[src/shared/hc_ctrl_pkg.sv]
/*
 Host controller control and self-ID base pointer register bank: constants.
 Assumes a 20 MHz core clock and a plain address/strobe register port.
*/
// Contract
// Swap packet data unless swap disable set
// Permit flag loaded at init, software clears
// Host leaves enhancements alone without permit
// Host sets enhancement only with permit, link
// Link power status output follows its bit
// Posted writes accepted only when enabled
// Host changes posted write while link off
// Any reset clears link active
// Host sets link active, then bus reset
// Link inactive disconnects from the bus
// Software reset restores all controller registers; the code keeps the permit flag and the self-ID base pointer
// Software reset keeps host bus configuration
// Software reset flag reads one while busy
// Control reserved bits read zero
// Base pointer bits 31:11 only are writable
// Self-ID stored at 2 Kbyte aligned base
// Control register set 0x50, clear 0x54
// Ones set or clear; reads return value; clear writes leave LPS and link active unchanged
package hc_ctrl_pkg;
   localparam int ADDR_W = 8;
   localparam logic [7:0] OFF_CTRL_SET = 8'h50;
   localparam logic [7:0] OFF_CTRL_CLR = 8'h54;
   localparam logic [7:0] OFF_SELF_ID_BASE = 8'h64;
   localparam int BIT_SWAP_DIS = 30;
   localparam int BIT_CFG_PERMIT = 23;
   localparam int BIT_ENH_EN = 22;
   localparam int BIT_LPS = 19;
   localparam int BIT_POSTED = 18;
   localparam int BIT_LINK = 17;
   localparam int BIT_SRST = 16;
   localparam int BASE_LSB = 11;
   localparam logic [31:0] CTRL_RESET = 32'h0000_0000;
   localparam logic [31:0] BASE_RESET = 32'h0000_0000;
   localparam logic [3:0] SRST_CYCLES = 4'h8;
   localparam logic [3:0] INIT_CYCLES = 4'h3;
endpackage : hc_ctrl_pkg

[src/rtl/sync2.sv]
/*
 Two-flop level synchroniser.
 Assumes the input is a slow level from outside the clock domain.
*/
`timescale 1ns/1ns
module sync2 (
   input wire logic core_clk_i,
   input wire logic reset_n_i,
   input wire logic async_i,
   output logic sync_o
);
   logic meta_ff;
   always_ff @(posedge core_clk_i or negedge reset_n_i) begin
      if (!reset_n_i) begin
         meta_ff <= 1'b0;
         sync_o <= 1'b0;
      end else begin
         meta_ff <= async_i;
         sync_o <= meta_ff;
      end
   end
endmodule : sync2

[src/rtl/byte_swap.sv]
/*
 Registered byte swapper for packet data words.
 Assumes the swap control is on the same clock.
*/
`timescale 1ns/1ns
module byte_swap (
   input wire logic core_clk_i,
   input wire logic reset_n_i,
   input wire logic swap_dis_i,
   input wire logic [31:0] data_i,
   output logic [31:0] data_o
);
   always_ff @(posedge core_clk_i or negedge reset_n_i) begin
      if (!reset_n_i) begin
         data_o <= 32'h0000_0000;
      end else if (swap_dis_i) begin
         data_o <= data_i;
      end else begin
         data_o <= {data_i[7:0], data_i[15:8], data_i[23:16], data_i[31:24]};
      end
   end
endmodule : byte_swap

[src/rtl/hc_ctrl_regs.sv]
/*
 Host controller control set/clear register and self-ID base pointer.
 Assumes a single-cycle strobe register port and a 20 MHz core clock;
 the permit strap comes from outside the clock domain.
*/
// The implementer's own choice: the strobed register port.
`timescale 1ns/1ns
module hc_ctrl_regs (
   input wire logic core_clk_i,
   input wire logic reset_n_i,
   input wire logic [hc_ctrl_pkg::ADDR_W-1:0] addr_i,
   input wire logic [31:0] wdata_i,
   input wire logic wr_i,
   input wire logic rd_i,
   output logic [31:0] rdata_o,
   input wire logic cfg_permit_strap_i,
   input wire logic [31:0] pkt_data_i,
   output logic [31:0] pkt_data_o,
   input wire logic posted_req_i,
   output logic posted_accept_o,
   output logic link_power_status_o,
   output logic link_active_o,
   output logic enhancement_enable_o,
   output logic ctrl_reset_o,
   output logic [31:0] self_id_base_o
);
   import hc_ctrl_pkg::*;

   // ****************************************
   // Declarations
   // ****************************************
   typedef enum logic [1:0] {ST_INIT, ST_RUN, ST_SRST} phase_t;
   phase_t phase_ff;
   logic [3:0] cnt_ff;
   logic permit_sync;
   logic data_swap_disable_ff;
   logic enhancement_config_permit_ff;
   logic enhancement_enable_ff;
   logic link_power_status_ff;
   logic posted_write_on_ff;
   logic link_active_ff;
   logic software_reset_request_ff;
   logic [31:BASE_LSB] base_ff;
   logic wr_set;
   logic wr_clr;
   logic wr_base;
   logic soft_done;
   logic [31:0] ctrl_value;

   sync2 u_permit_sync (
      .core_clk_i(core_clk_i),
      .reset_n_i(reset_n_i),
      .async_i(cfg_permit_strap_i),
      .sync_o(permit_sync)
   );

   byte_swap u_swap (
      .core_clk_i(core_clk_i),
      .reset_n_i(reset_n_i),
      .swap_dis_i(data_swap_disable_ff),
      .data_i(pkt_data_i),
      .data_o(pkt_data_o)
   );

   // ****************************************
   // Decode
   // ****************************************
   assign wr_set = wr_i && (addr_i == OFF_CTRL_SET);
   assign wr_clr = wr_i && (addr_i == OFF_CTRL_CLR);
   assign wr_base = wr_i && (addr_i == OFF_SELF_ID_BASE);
   assign soft_done = (phase_ff == ST_SRST) && (cnt_ff == 4'h1);

   always_comb begin
      ctrl_value = 32'h0000_0000;
      ctrl_value[BIT_SWAP_DIS] = data_swap_disable_ff;
      ctrl_value[BIT_CFG_PERMIT] = enhancement_config_permit_ff;
      ctrl_value[BIT_ENH_EN] = enhancement_enable_ff;
      ctrl_value[BIT_LPS] = link_power_status_ff;
      ctrl_value[BIT_POSTED] = posted_write_on_ff;
      ctrl_value[BIT_LINK] = link_active_ff;
      ctrl_value[BIT_SRST] = software_reset_request_ff;
   end

   // ****************************************
   // Init and software reset sequencing
   // ****************************************
   always_ff @(posedge core_clk_i or negedge reset_n_i) begin
      if (!reset_n_i) begin
         phase_ff <= ST_INIT;
         cnt_ff <= INIT_CYCLES;
      end else begin
         unique case (phase_ff)
            ST_INIT: begin
               if (cnt_ff == 4'h1) begin
                  phase_ff <= ST_RUN;
               end
               cnt_ff <= cnt_ff - 4'h1;
            end
            ST_RUN: begin
               if (wr_set && wdata_i[BIT_SRST]) begin
                  phase_ff <= ST_SRST;
                  cnt_ff <= SRST_CYCLES;
               end
            end
            ST_SRST: begin
               if (cnt_ff == 4'h1) begin
                  phase_ff <= ST_RUN;
               end
               cnt_ff <= cnt_ff - 4'h1;
            end
         endcase
      end
   end

   always_ff @(posedge core_clk_i or negedge reset_n_i) begin
      if (!reset_n_i) begin
         software_reset_request_ff <= 1'b0;
      end else if (phase_ff == ST_RUN && wr_set && wdata_i[BIT_SRST]) begin
         software_reset_request_ff <= 1'b1;
      end else if (soft_done) begin
         software_reset_request_ff <= 1'b0;
      end
   end

   always_ff @(posedge core_clk_i or negedge reset_n_i) begin
      if (!reset_n_i) begin
         ctrl_reset_o <= 1'b0;
      end else begin
         ctrl_reset_o <= (phase_ff == ST_SRST);
      end
   end

   // ****************************************
   // Control flags
   // ****************************************
   always_ff @(posedge core_clk_i or negedge reset_n_i) begin
      if (!reset_n_i) begin
         enhancement_config_permit_ff <= CTRL_RESET[BIT_CFG_PERMIT];
      end else if (phase_ff == ST_INIT && cnt_ff == 4'h1) begin
         enhancement_config_permit_ff <= permit_sync;
      end else if (wr_clr && wdata_i[BIT_CFG_PERMIT]) begin
         enhancement_config_permit_ff <= 1'b0;
      end
   end

   always_ff @(posedge core_clk_i or negedge reset_n_i) begin
      if (!reset_n_i) begin
         data_swap_disable_ff <= CTRL_RESET[BIT_SWAP_DIS];
         enhancement_enable_ff <= CTRL_RESET[BIT_ENH_EN];
         link_power_status_ff <= CTRL_RESET[BIT_LPS];
         posted_write_on_ff <= CTRL_RESET[BIT_POSTED];
         link_active_ff <= CTRL_RESET[BIT_LINK];
      end else if (phase_ff == ST_SRST) begin
         data_swap_disable_ff <= CTRL_RESET[BIT_SWAP_DIS];
         enhancement_enable_ff <= CTRL_RESET[BIT_ENH_EN];
         link_power_status_ff <= CTRL_RESET[BIT_LPS];
         posted_write_on_ff <= CTRL_RESET[BIT_POSTED];
         link_active_ff <= 1'b0;
      end else if (wr_set) begin
         data_swap_disable_ff <= data_swap_disable_ff | wdata_i[BIT_SWAP_DIS];
         enhancement_enable_ff <= enhancement_enable_ff | wdata_i[BIT_ENH_EN];
         link_power_status_ff <= link_power_status_ff | wdata_i[BIT_LPS];
         posted_write_on_ff <= posted_write_on_ff | wdata_i[BIT_POSTED];
         link_active_ff <= link_active_ff | wdata_i[BIT_LINK];
      end else if (wr_clr) begin
         data_swap_disable_ff <= data_swap_disable_ff & ~wdata_i[BIT_SWAP_DIS];
         enhancement_enable_ff <= enhancement_enable_ff & ~wdata_i[BIT_ENH_EN];
         posted_write_on_ff <= posted_write_on_ff & ~wdata_i[BIT_POSTED];
      end
   end

   // ****************************************
   // Self-ID base pointer, kept across software reset
   // ****************************************
   always_ff @(posedge core_clk_i or negedge reset_n_i) begin
      if (!reset_n_i) begin
         base_ff <= BASE_RESET[31:BASE_LSB];
      end else if (wr_base) begin
         base_ff <= wdata_i[31:BASE_LSB];
      end
   end

   // ****************************************
   // Outputs
   // ****************************************
   always_ff @(posedge core_clk_i or negedge reset_n_i) begin
      if (!reset_n_i) begin
         rdata_o <= 32'h0000_0000;
      end else if (rd_i && (addr_i == OFF_CTRL_SET || addr_i == OFF_CTRL_CLR)) begin
         rdata_o <= ctrl_value;
      end else if (rd_i && addr_i == OFF_SELF_ID_BASE) begin
         rdata_o <= {base_ff, 11'h000};
      end else begin
         rdata_o <= 32'h0000_0000;
      end
   end

   always_ff @(posedge core_clk_i or negedge reset_n_i) begin
      if (!reset_n_i) begin
         link_power_status_o <= 1'b0;
         link_active_o <= 1'b0;
         enhancement_enable_o <= 1'b0;
         posted_accept_o <= 1'b0;
         self_id_base_o <= 32'h0000_0000;
      end else begin
         link_power_status_o <= link_power_status_ff;
         link_active_o <= link_active_ff;
         enhancement_enable_o <= enhancement_enable_ff;
         posted_accept_o <= posted_req_i && posted_write_on_ff && link_active_ff;
         self_id_base_o <= {base_ff, 11'h000};
      end
   end

   // ****************************************
   // Assertions
   // ****************************************
   AST_SRST_CLEARS_LINK: assert property (@(posedge core_clk_i) disable iff (!reset_n_i)
      phase_ff == ST_SRST |=> !link_active_ff)
      else $error("link active survived software reset");
   AST_SRST_HOLDS: assert property (@(posedge core_clk_i) disable iff (!reset_n_i)
      $rose(software_reset_request_ff) |-> software_reset_request_ff [*8] ##1 !software_reset_request_ff)
      else $error("software reset flag length wrong");
   AST_RESERVED_ZERO: assert property (@(posedge core_clk_i) disable iff (!reset_n_i)
      rd_i && (addr_i == OFF_CTRL_SET || addr_i == OFF_CTRL_CLR) |=> (rdata_o & 32'hBF30_FFFF) == 32'h0000_0000)
      else $error("reserved control bits nonzero");
   AST_BASE_LOW_ZERO: assert property (@(posedge core_clk_i) disable iff (!reset_n_i)
      self_id_base_o[10:0] == 11'h000)
      else $error("base pointer low bits nonzero");
   AST_BASE_WRITE: assert property (@(posedge core_clk_i) disable iff (!reset_n_i)
      wr_base |=> ##1 self_id_base_o[31:11] == $past(wdata_i[31:11], 2))
      else $error("base pointer not updated");
   AST_LPS_OUT: assert property (@(posedge core_clk_i) disable iff (!reset_n_i)
      ##1 link_power_status_o == $past(link_power_status_ff))
      else $error("link power status output mismatch");
   AST_POSTED_OFF: assert property (@(posedge core_clk_i) disable iff (!reset_n_i)
      !posted_write_on_ff |=> !posted_accept_o)
      else $error("posted write accepted while disabled");
   AST_LINK_OFF: assert property (@(posedge core_clk_i) disable iff (!reset_n_i)
      !link_active_ff |=> !link_active_o && !posted_accept_o)
      else $error("link activity while inactive");
   AST_SET_CLR: assert property (@(posedge core_clk_i) disable iff (!reset_n_i)
      phase_ff == ST_RUN && wr_clr && wdata_i[BIT_POSTED] |=> !posted_write_on_ff)
      else $error("clear location did not clear");
   AST_SWAP: assert property (@(posedge core_clk_i) disable iff (!reset_n_i)
      !data_swap_disable_ff |=> pkt_data_o[7:0] == $past(pkt_data_i[31:24]))
      else $error("data not swapped");
   COV_SRST: cover property (@(posedge core_clk_i) $fell(software_reset_request_ff));
   COV_LINK: cover property (@(posedge core_clk_i) $rose(link_active_o));
   COV_POSTED: cover property (@(posedge core_clk_i) posted_accept_o);
endmodule : hc_ctrl_regs

[config.mk]
export PLATFORM = sky130hd
export DESIGN_NAME = hc_ctrl_regs
export DESIGN_NICKNAME = d
export VERILOG_FILES = /design/src/shared/hc_ctrl_pkg.sv /design/src/rtl/sync2.sv /design/src/rtl/byte_swap.sv /design/src/rtl/hc_ctrl_regs.sv
export SDC_FILE = /design/constraint.sdc
export NUM_CORES = 1
export LEC_CHECK = 0
export BUFFER_PORTS_ARGS = -buffer_cell sky130_fd_sc_hd__buf_2
export CORE_AREA = 5 5 101 103
export CTS_BUF_LIST = sky130_fd_sc_hd__clkbuf_16
export DETAILED_ROUTE_END_ITERATION = 10
export DIE_AREA = 0 0 106 108
export MAX_ROUTING_LAYER = met4
export PLACE_DENSITY = 0.9
export SYNTH_ARGS = -nofsm -noshare
export SYNTH_HDL_FRONTEND = slang
export SYNTH_SLANG_ARGS = --single-unit
[constraint.sdc]
create_clock -name core_clk_i -period 2 [get_ports core_clk_i]
set_clock_uncertainty 0.1 [all_clocks]
set_input_delay 0.1 -clock core_clk_i [delete_from_list [all_inputs] [get_ports core_clk_i]]
set_output_delay 0.1 -clock core_clk_i [all_outputs]
set_load 0.05 [all_outputs]
---- Yosys cells after proc, flatten, opt, wreduce, memory -nomap -nowiden ----
Cells that the tools add are included.
Widths: inputs -> output; s select.
word-level totals
  register bits ........................... 126
  bits of input ports ..................... 78
  output and inout bits ................... 101
  word-level logic and storage cells ...... 86
cells by class
  add/sub/neg operators ................... 1
  equal/unequal tests ..................... 8
  multiplexer cells ....................... 25
  bitwise logic cells ..................... 11
  reduce and logical (&&, ||, !) cells .... 21
operators with widths
  kind                 count
  $mux 32              3
  $eq 8x7->1 const B   3
  $mux 1               17
  $logic_and 1x1->1    13
  $pmux 4 s2           1
  $reduce_bool 2->1    3
  $or 1x1->1           5
  $eq 4x1->1 const B   1
  $mux 2               2
  $mux 4               1
  $pmux 2 s2           1
  $sub 4x1->4 const B  1
  $and 1x1->1          3
  $not 1->1            3
  $reduce_bool 3->1    1
  $eq 2x1->1 const B   1
  $eq 2x2->1 const B   1
  $logic_not 2->1      1
  $ne 2x1->1 const B   1
  $ne 2x2->1 const B   1
  $reduce_and 2->1     1
  $reduce_or 2->1      1
  $logic_or 1x1->1     1

---- Longest topological paths before layout ----
  word-level depth ........................ 5
  gate-level depth with buffers ........... 5
  mapped depth without buffers ............ 5

---- Modules after synthesis ----
From an unflattened synthesis, not the netlist that was laid out.
second synthesis, totals
  cell total of the unflattened synthesis .. 275
  area total of the unflattened synthesis .. 4504.3 um^2
modules (own cells, without submodules)
  module        instances  cells an instance  area each (um^2)  sequential area each (um^2)
  hc_ctrl_regs  1          205                3109.2            2029.4
  byte_swap     1          68                 1345.0            800.8
  sync2         1          2                  50.0              50.0

---- Least setup slack after synthesis ----
No wires, ideal clock.
  path type ............................... reg-to-reg
  from .................................... reg cnt_ff[0]
  to ...................................... reg enhancement_config_permit_ff
  library setup time ...................... 0.125 ns
  data arrival time ....................... 1.543 ns
  required time ........................... 1.775 ns
  path slack .............................. 0.232 ns
  stages on the path, launching flop included .. 5
  path buffers ............................ 0
  clock period less this slack ............ 1.768 ns
  cells stage by stage .................... dfstp_2 -> ha_1 -> or3b_1 -> nor3_1 -> mux2_2
between the ends
  word-level cells in the longest chain between the ends .. 3
  elaborated cells on any way between the ends .. 4
  those cells by class .................... 1 x eq/ne; 1 x mux; 2 x reduce/logical
RTL lines
  element                                      RTL line             source
  start: declaration                           hc_ctrl_regs.sv:34   logic [3:0] cnt_ff;
  start signal: assignment                     hc_ctrl_regs.sv:97   cnt_ff <= cnt_ff - 4'h1;
  start signal: assignment                     hc_ctrl_regs.sv:109  cnt_ff <= cnt_ff - 4'h1;
  $eq 4x1->1 *                                 hc_ctrl_regs.sv:139  end else if (phase_ff == ST_INIT && cnt_ff == 4'h1) begin
  $logic_and 1x1->1 *                          hc_ctrl_regs.sv:139
  $mux 1 or $reduce_bool 2->1 (tied branches)  --
  end signal: assignment                       hc_ctrl_regs.sv:138  enhancement_config_permit_ff <= CTRL_RESET[BIT_CFG_PERMIT];
  end signal: assignment                       hc_ctrl_regs.sv:140  enhancement_config_permit_ff <= permit_sync;
  end: declaration                             hc_ctrl_regs.sv:37   logic enhancement_config_permit_ff;
Mark *: on every way between the ends. The rest lies on a longest branch, timed or not.
A chain may end at the register's enable or synchronous reset.

---- Worst setup path after layout ----
Same ends and word-level chain as after synthesis.

==> flow_summary.json <==
{
  "rows": 35,
  "cts_tree": "built",
  "die_area_um2": 11450,
  "setup.worst_path.class": "reg -> reg",
  "routed_wl_mm": 11.82,
  "cp-end-kind": "flip-flop",
  "die_h_um": 108,
  "min_path_type": "in -> async",
  "coreArea_um2": 9109,
  "layout_setup_ws_ps": 111.0,
  "cts_sinks": 115,
  "cts.htree.levels": 4,
  "root_buffer": "clkbuf_16",
  "antenna_cells": 0,
  "p_leak_nw": 3.339,
  "critPathRequiredTime_ps": 2170,
  "ios": 179,
  "drtPass1Iterations": 4,
  "crit_path_start_kind": "flip-flop",
  "post_cts_buffers": 0,
  "pre_cts_ws_ps": 126.5,
  "wire_per_inst_um": 18.88,
  "die_width_um": 106,
  "cap_violations": 0,
  "switching_share_pct": 28.48,
  "ys.warnings.count": 0,
  "grt_pass1_wl_mm": 18.40,
  "crit_arrival_ps": 2060,
  "drc": 0,
  "power_frac_comb_pct": 14.7,
  "netSwitchingPower_mw": 1.835,
  "antenna_found_initial": 0,
  "drt_iter0_drc": 125,
  "ys_top_cells_by_area": "dfrtp_1 (66%), mux2_2 (8.9%), mux2_4 (7.0%)",
  "synth_top_cell_by_area": "dfrtp_1",
  "hpwlAfterDp_mm": 6.699,
  "gp_congestion": 0.7662,
  "grt_start_max_net_pins": 55,
  "grt_overflow_total": 0,
  "yosysSeqAreaShare_pct": 66.82,
  "start_util_pct": 47.32,
  "cp_max_fo": 5,
  "area_growth_pct": 48.10,
  "rsz0062_at_grt": "false",
  "clk_latency_ps": 400,
  "portBuffers": 145,
  "outcome": "complete, no violations",
  "grtUsageTotal_pct": 22.07,
  "drv_slew": 0,
  "vias": 3142,
  "viasPerCell": 5.019,
  "path_clk_slew_ps": 60,
  "yosys.cell_types.count": 39,
  "fin_crit_ps": 1889,
  "syn_inst": 273,
  "seq_power_share_pct": 40.4,
  "ir_worst_vdd_mv": 0.7498,
  "setup_tns_ps": 0,
  "cts_buffers": 17,
  "synth-seq-cells": 115,
  "synth_top_area_share_pct": 65.60,
  "drive_above_1_share_pct": 47.38,
  "avgSynthCellArea_um2": 15.79,
  "hold_viol": 0,
  "clockBufferDepth": 2,
  "pwr_density_cell_nw_per_um2": 1009,
  "min_period_over_period_pct": 94.45,
  "finalSetupViolations": 0,
  "antenna_left": 0,
  "nets": 582,
  "pwr-share-clk_pct": 44.9,
  "max_freq_mhz": 529.4,
  "netlist_area_um2": 4310,
  "p_int_mw": 4.607,
  "grt_pass1_vias": 3434
}
## cell type report
class / instances / area, um^2
Tap cell: 111 / 138.9
Clock inverter: 15 / 145.1
Multi-Input combinational cell: 141 / 1256
Fill cell: 589 / 2725
Inverter: 4 / 15.01
Sequential cell: 115 / 2880
Timing Repair Buffer: 223 / 1523
Clock buffer: 17 / 425.4
## power by group through the flow
| stage | Sequential, mW | Clock (mW) | Combinational, mW |
|---|---|---|---|
| finish | 2.60 | 2.89 | 0.949 |
| global route | 2.62 | 3.06 | 1.02 |
| CTS | 2.60 | 2.93 | 0.944 |
| detailed placement | 2.64 | 0 | 0.832 |
| global placement | 2.62 | 0 | 0.798 |
| floorplan | 2.80 | 0 | 0.433 |
## stage by stage
| stage | hold slack, ps | utilization (%) | instance area, um^2 | total power, mW | std cells |
|---|---|---|---|---|---|
| final | 61.88 | 70.08 | 6384 | 6.441 | 626 |
| after floorplan | -295.6 | - | 4389 | 3.229 | 294 |
| after global placement | -72.52 | 55.87 | 5089 | 3.417 | 522 |
| after global routing | 71.09 | 70.08 | 6384 | 6.706 | 626 |
| after detailed placement | -67.33 | 55.87 | 5089 | 3.467 | 522 |
| after CTS | 55.79 | 70.04 | 6380 | 6.465 | 626 |
## critical path: stages, from the launching register on
cell and delay [ps]:
dfstp_2 570, ha_1 150, or3b_1 410, nor3_1 190, mux2_2 360
## worst paths after layout
path	start	endpoint	slack, ps	cells past startpoint
min reg2reg	u_permit_sync.meta_ff	u_permit_sync.sync_o	250	0
min	reset_n_i	base_ff[13]	60	2
min in group core_clk_i	addr_i[3]	link_power_status_ff	70	4
max	cnt_ff[0]	enhancement_config_permit_ff	110	4
max in group asynchronous	reset_n_i	cnt_ff[0]	1040	3
max reg2reg	cnt_ff[0]	enhancement_config_permit_ff	110	4
## flip-flops by register name, indices dropped and copies added (netlist names), 2 cells and up
register,cells
u_swap.data_o,32
base_ff,21
rdata_o,21
self_id_base_o,21
cnt_ff,4
phase_ff,2
## placed cells by master (no fill, tap or decap), types with 7 or more instances in the layout
master,count
inv_6,7
mux2_2,34
buf_2,144
and2_1,15
dlygate4sd3_1,72
dfrtp_1,113
clkbuf_16,17
conb_1,22
mux2_4,20
a22o_1,7
## metal layers
layer	GRT usage, %	up-vias	routed length [um]
li1	-	1374	-
met1	22.43	1579	4354
met2	40.03	169	6415
met3	7.343	20	837
met4	7.586	0	210
met5	-	-	0
## cells in the mapped netlist, drive strengths merged
| library cell | instances |
|---|---|
| a211oi | 3 |
| a21o | 1 |
| a21oi | 1 |
| a22o | 7 |
| a41oi | 6 |
| and2 | 15 |
| and3 | 2 |
| and4 | 2 |
| and4b | 1 |
| and4bb | 1 |
| buf | 31 |
| clkbuf | 3 |
| conb | 1 |
| dfrtp | 113 |
| dfstp | 2 |
| ha | 2 |
| inv | 4 |
| mux2 | 54 |
| nand2 | 3 |
| nand3 | 1 |
| nor2 | 4 |
| nor2b | 2 |
| nor3 | 3 |
| nor4bb | 1 |
| o21ba | 1 |
| o22ai | 3 |
| o31a | 1 |
| o32a | 1 |
| o32ai | 1 |
| or3b | 1 |
| xnor2 | 1 |
| xor2 | 1 |
## logic make-up (layout without fill, tap and decap cells)
kind of cell | Yosys count | after routing | share of synthesized area (%)
XOR/XNOR | 2 | 2 | 0.4065
adder cells (fa/ha/maj) | 2 | 2 | 0.5805
buffers and inverters | 38 | 259 | 5.864
AO/OA/AOI/OAI | 25 | 25 | 4.761
other | 1 | 22 | 0.08700
multiplexers | 54 | 54 | 15.85
AND/OR/NAND/NOR | 36 | 36 | 5.632
flip-flops | 115 | 115 | 66.82
## what timing repair did
action	in CTS	in global routing
gates resized for setup	0	1
endpoints found under the hold margin	173	0
endpoints found under the setup margin	0	1
hold buffers	72	0
(Power assumes the default switching activity.)
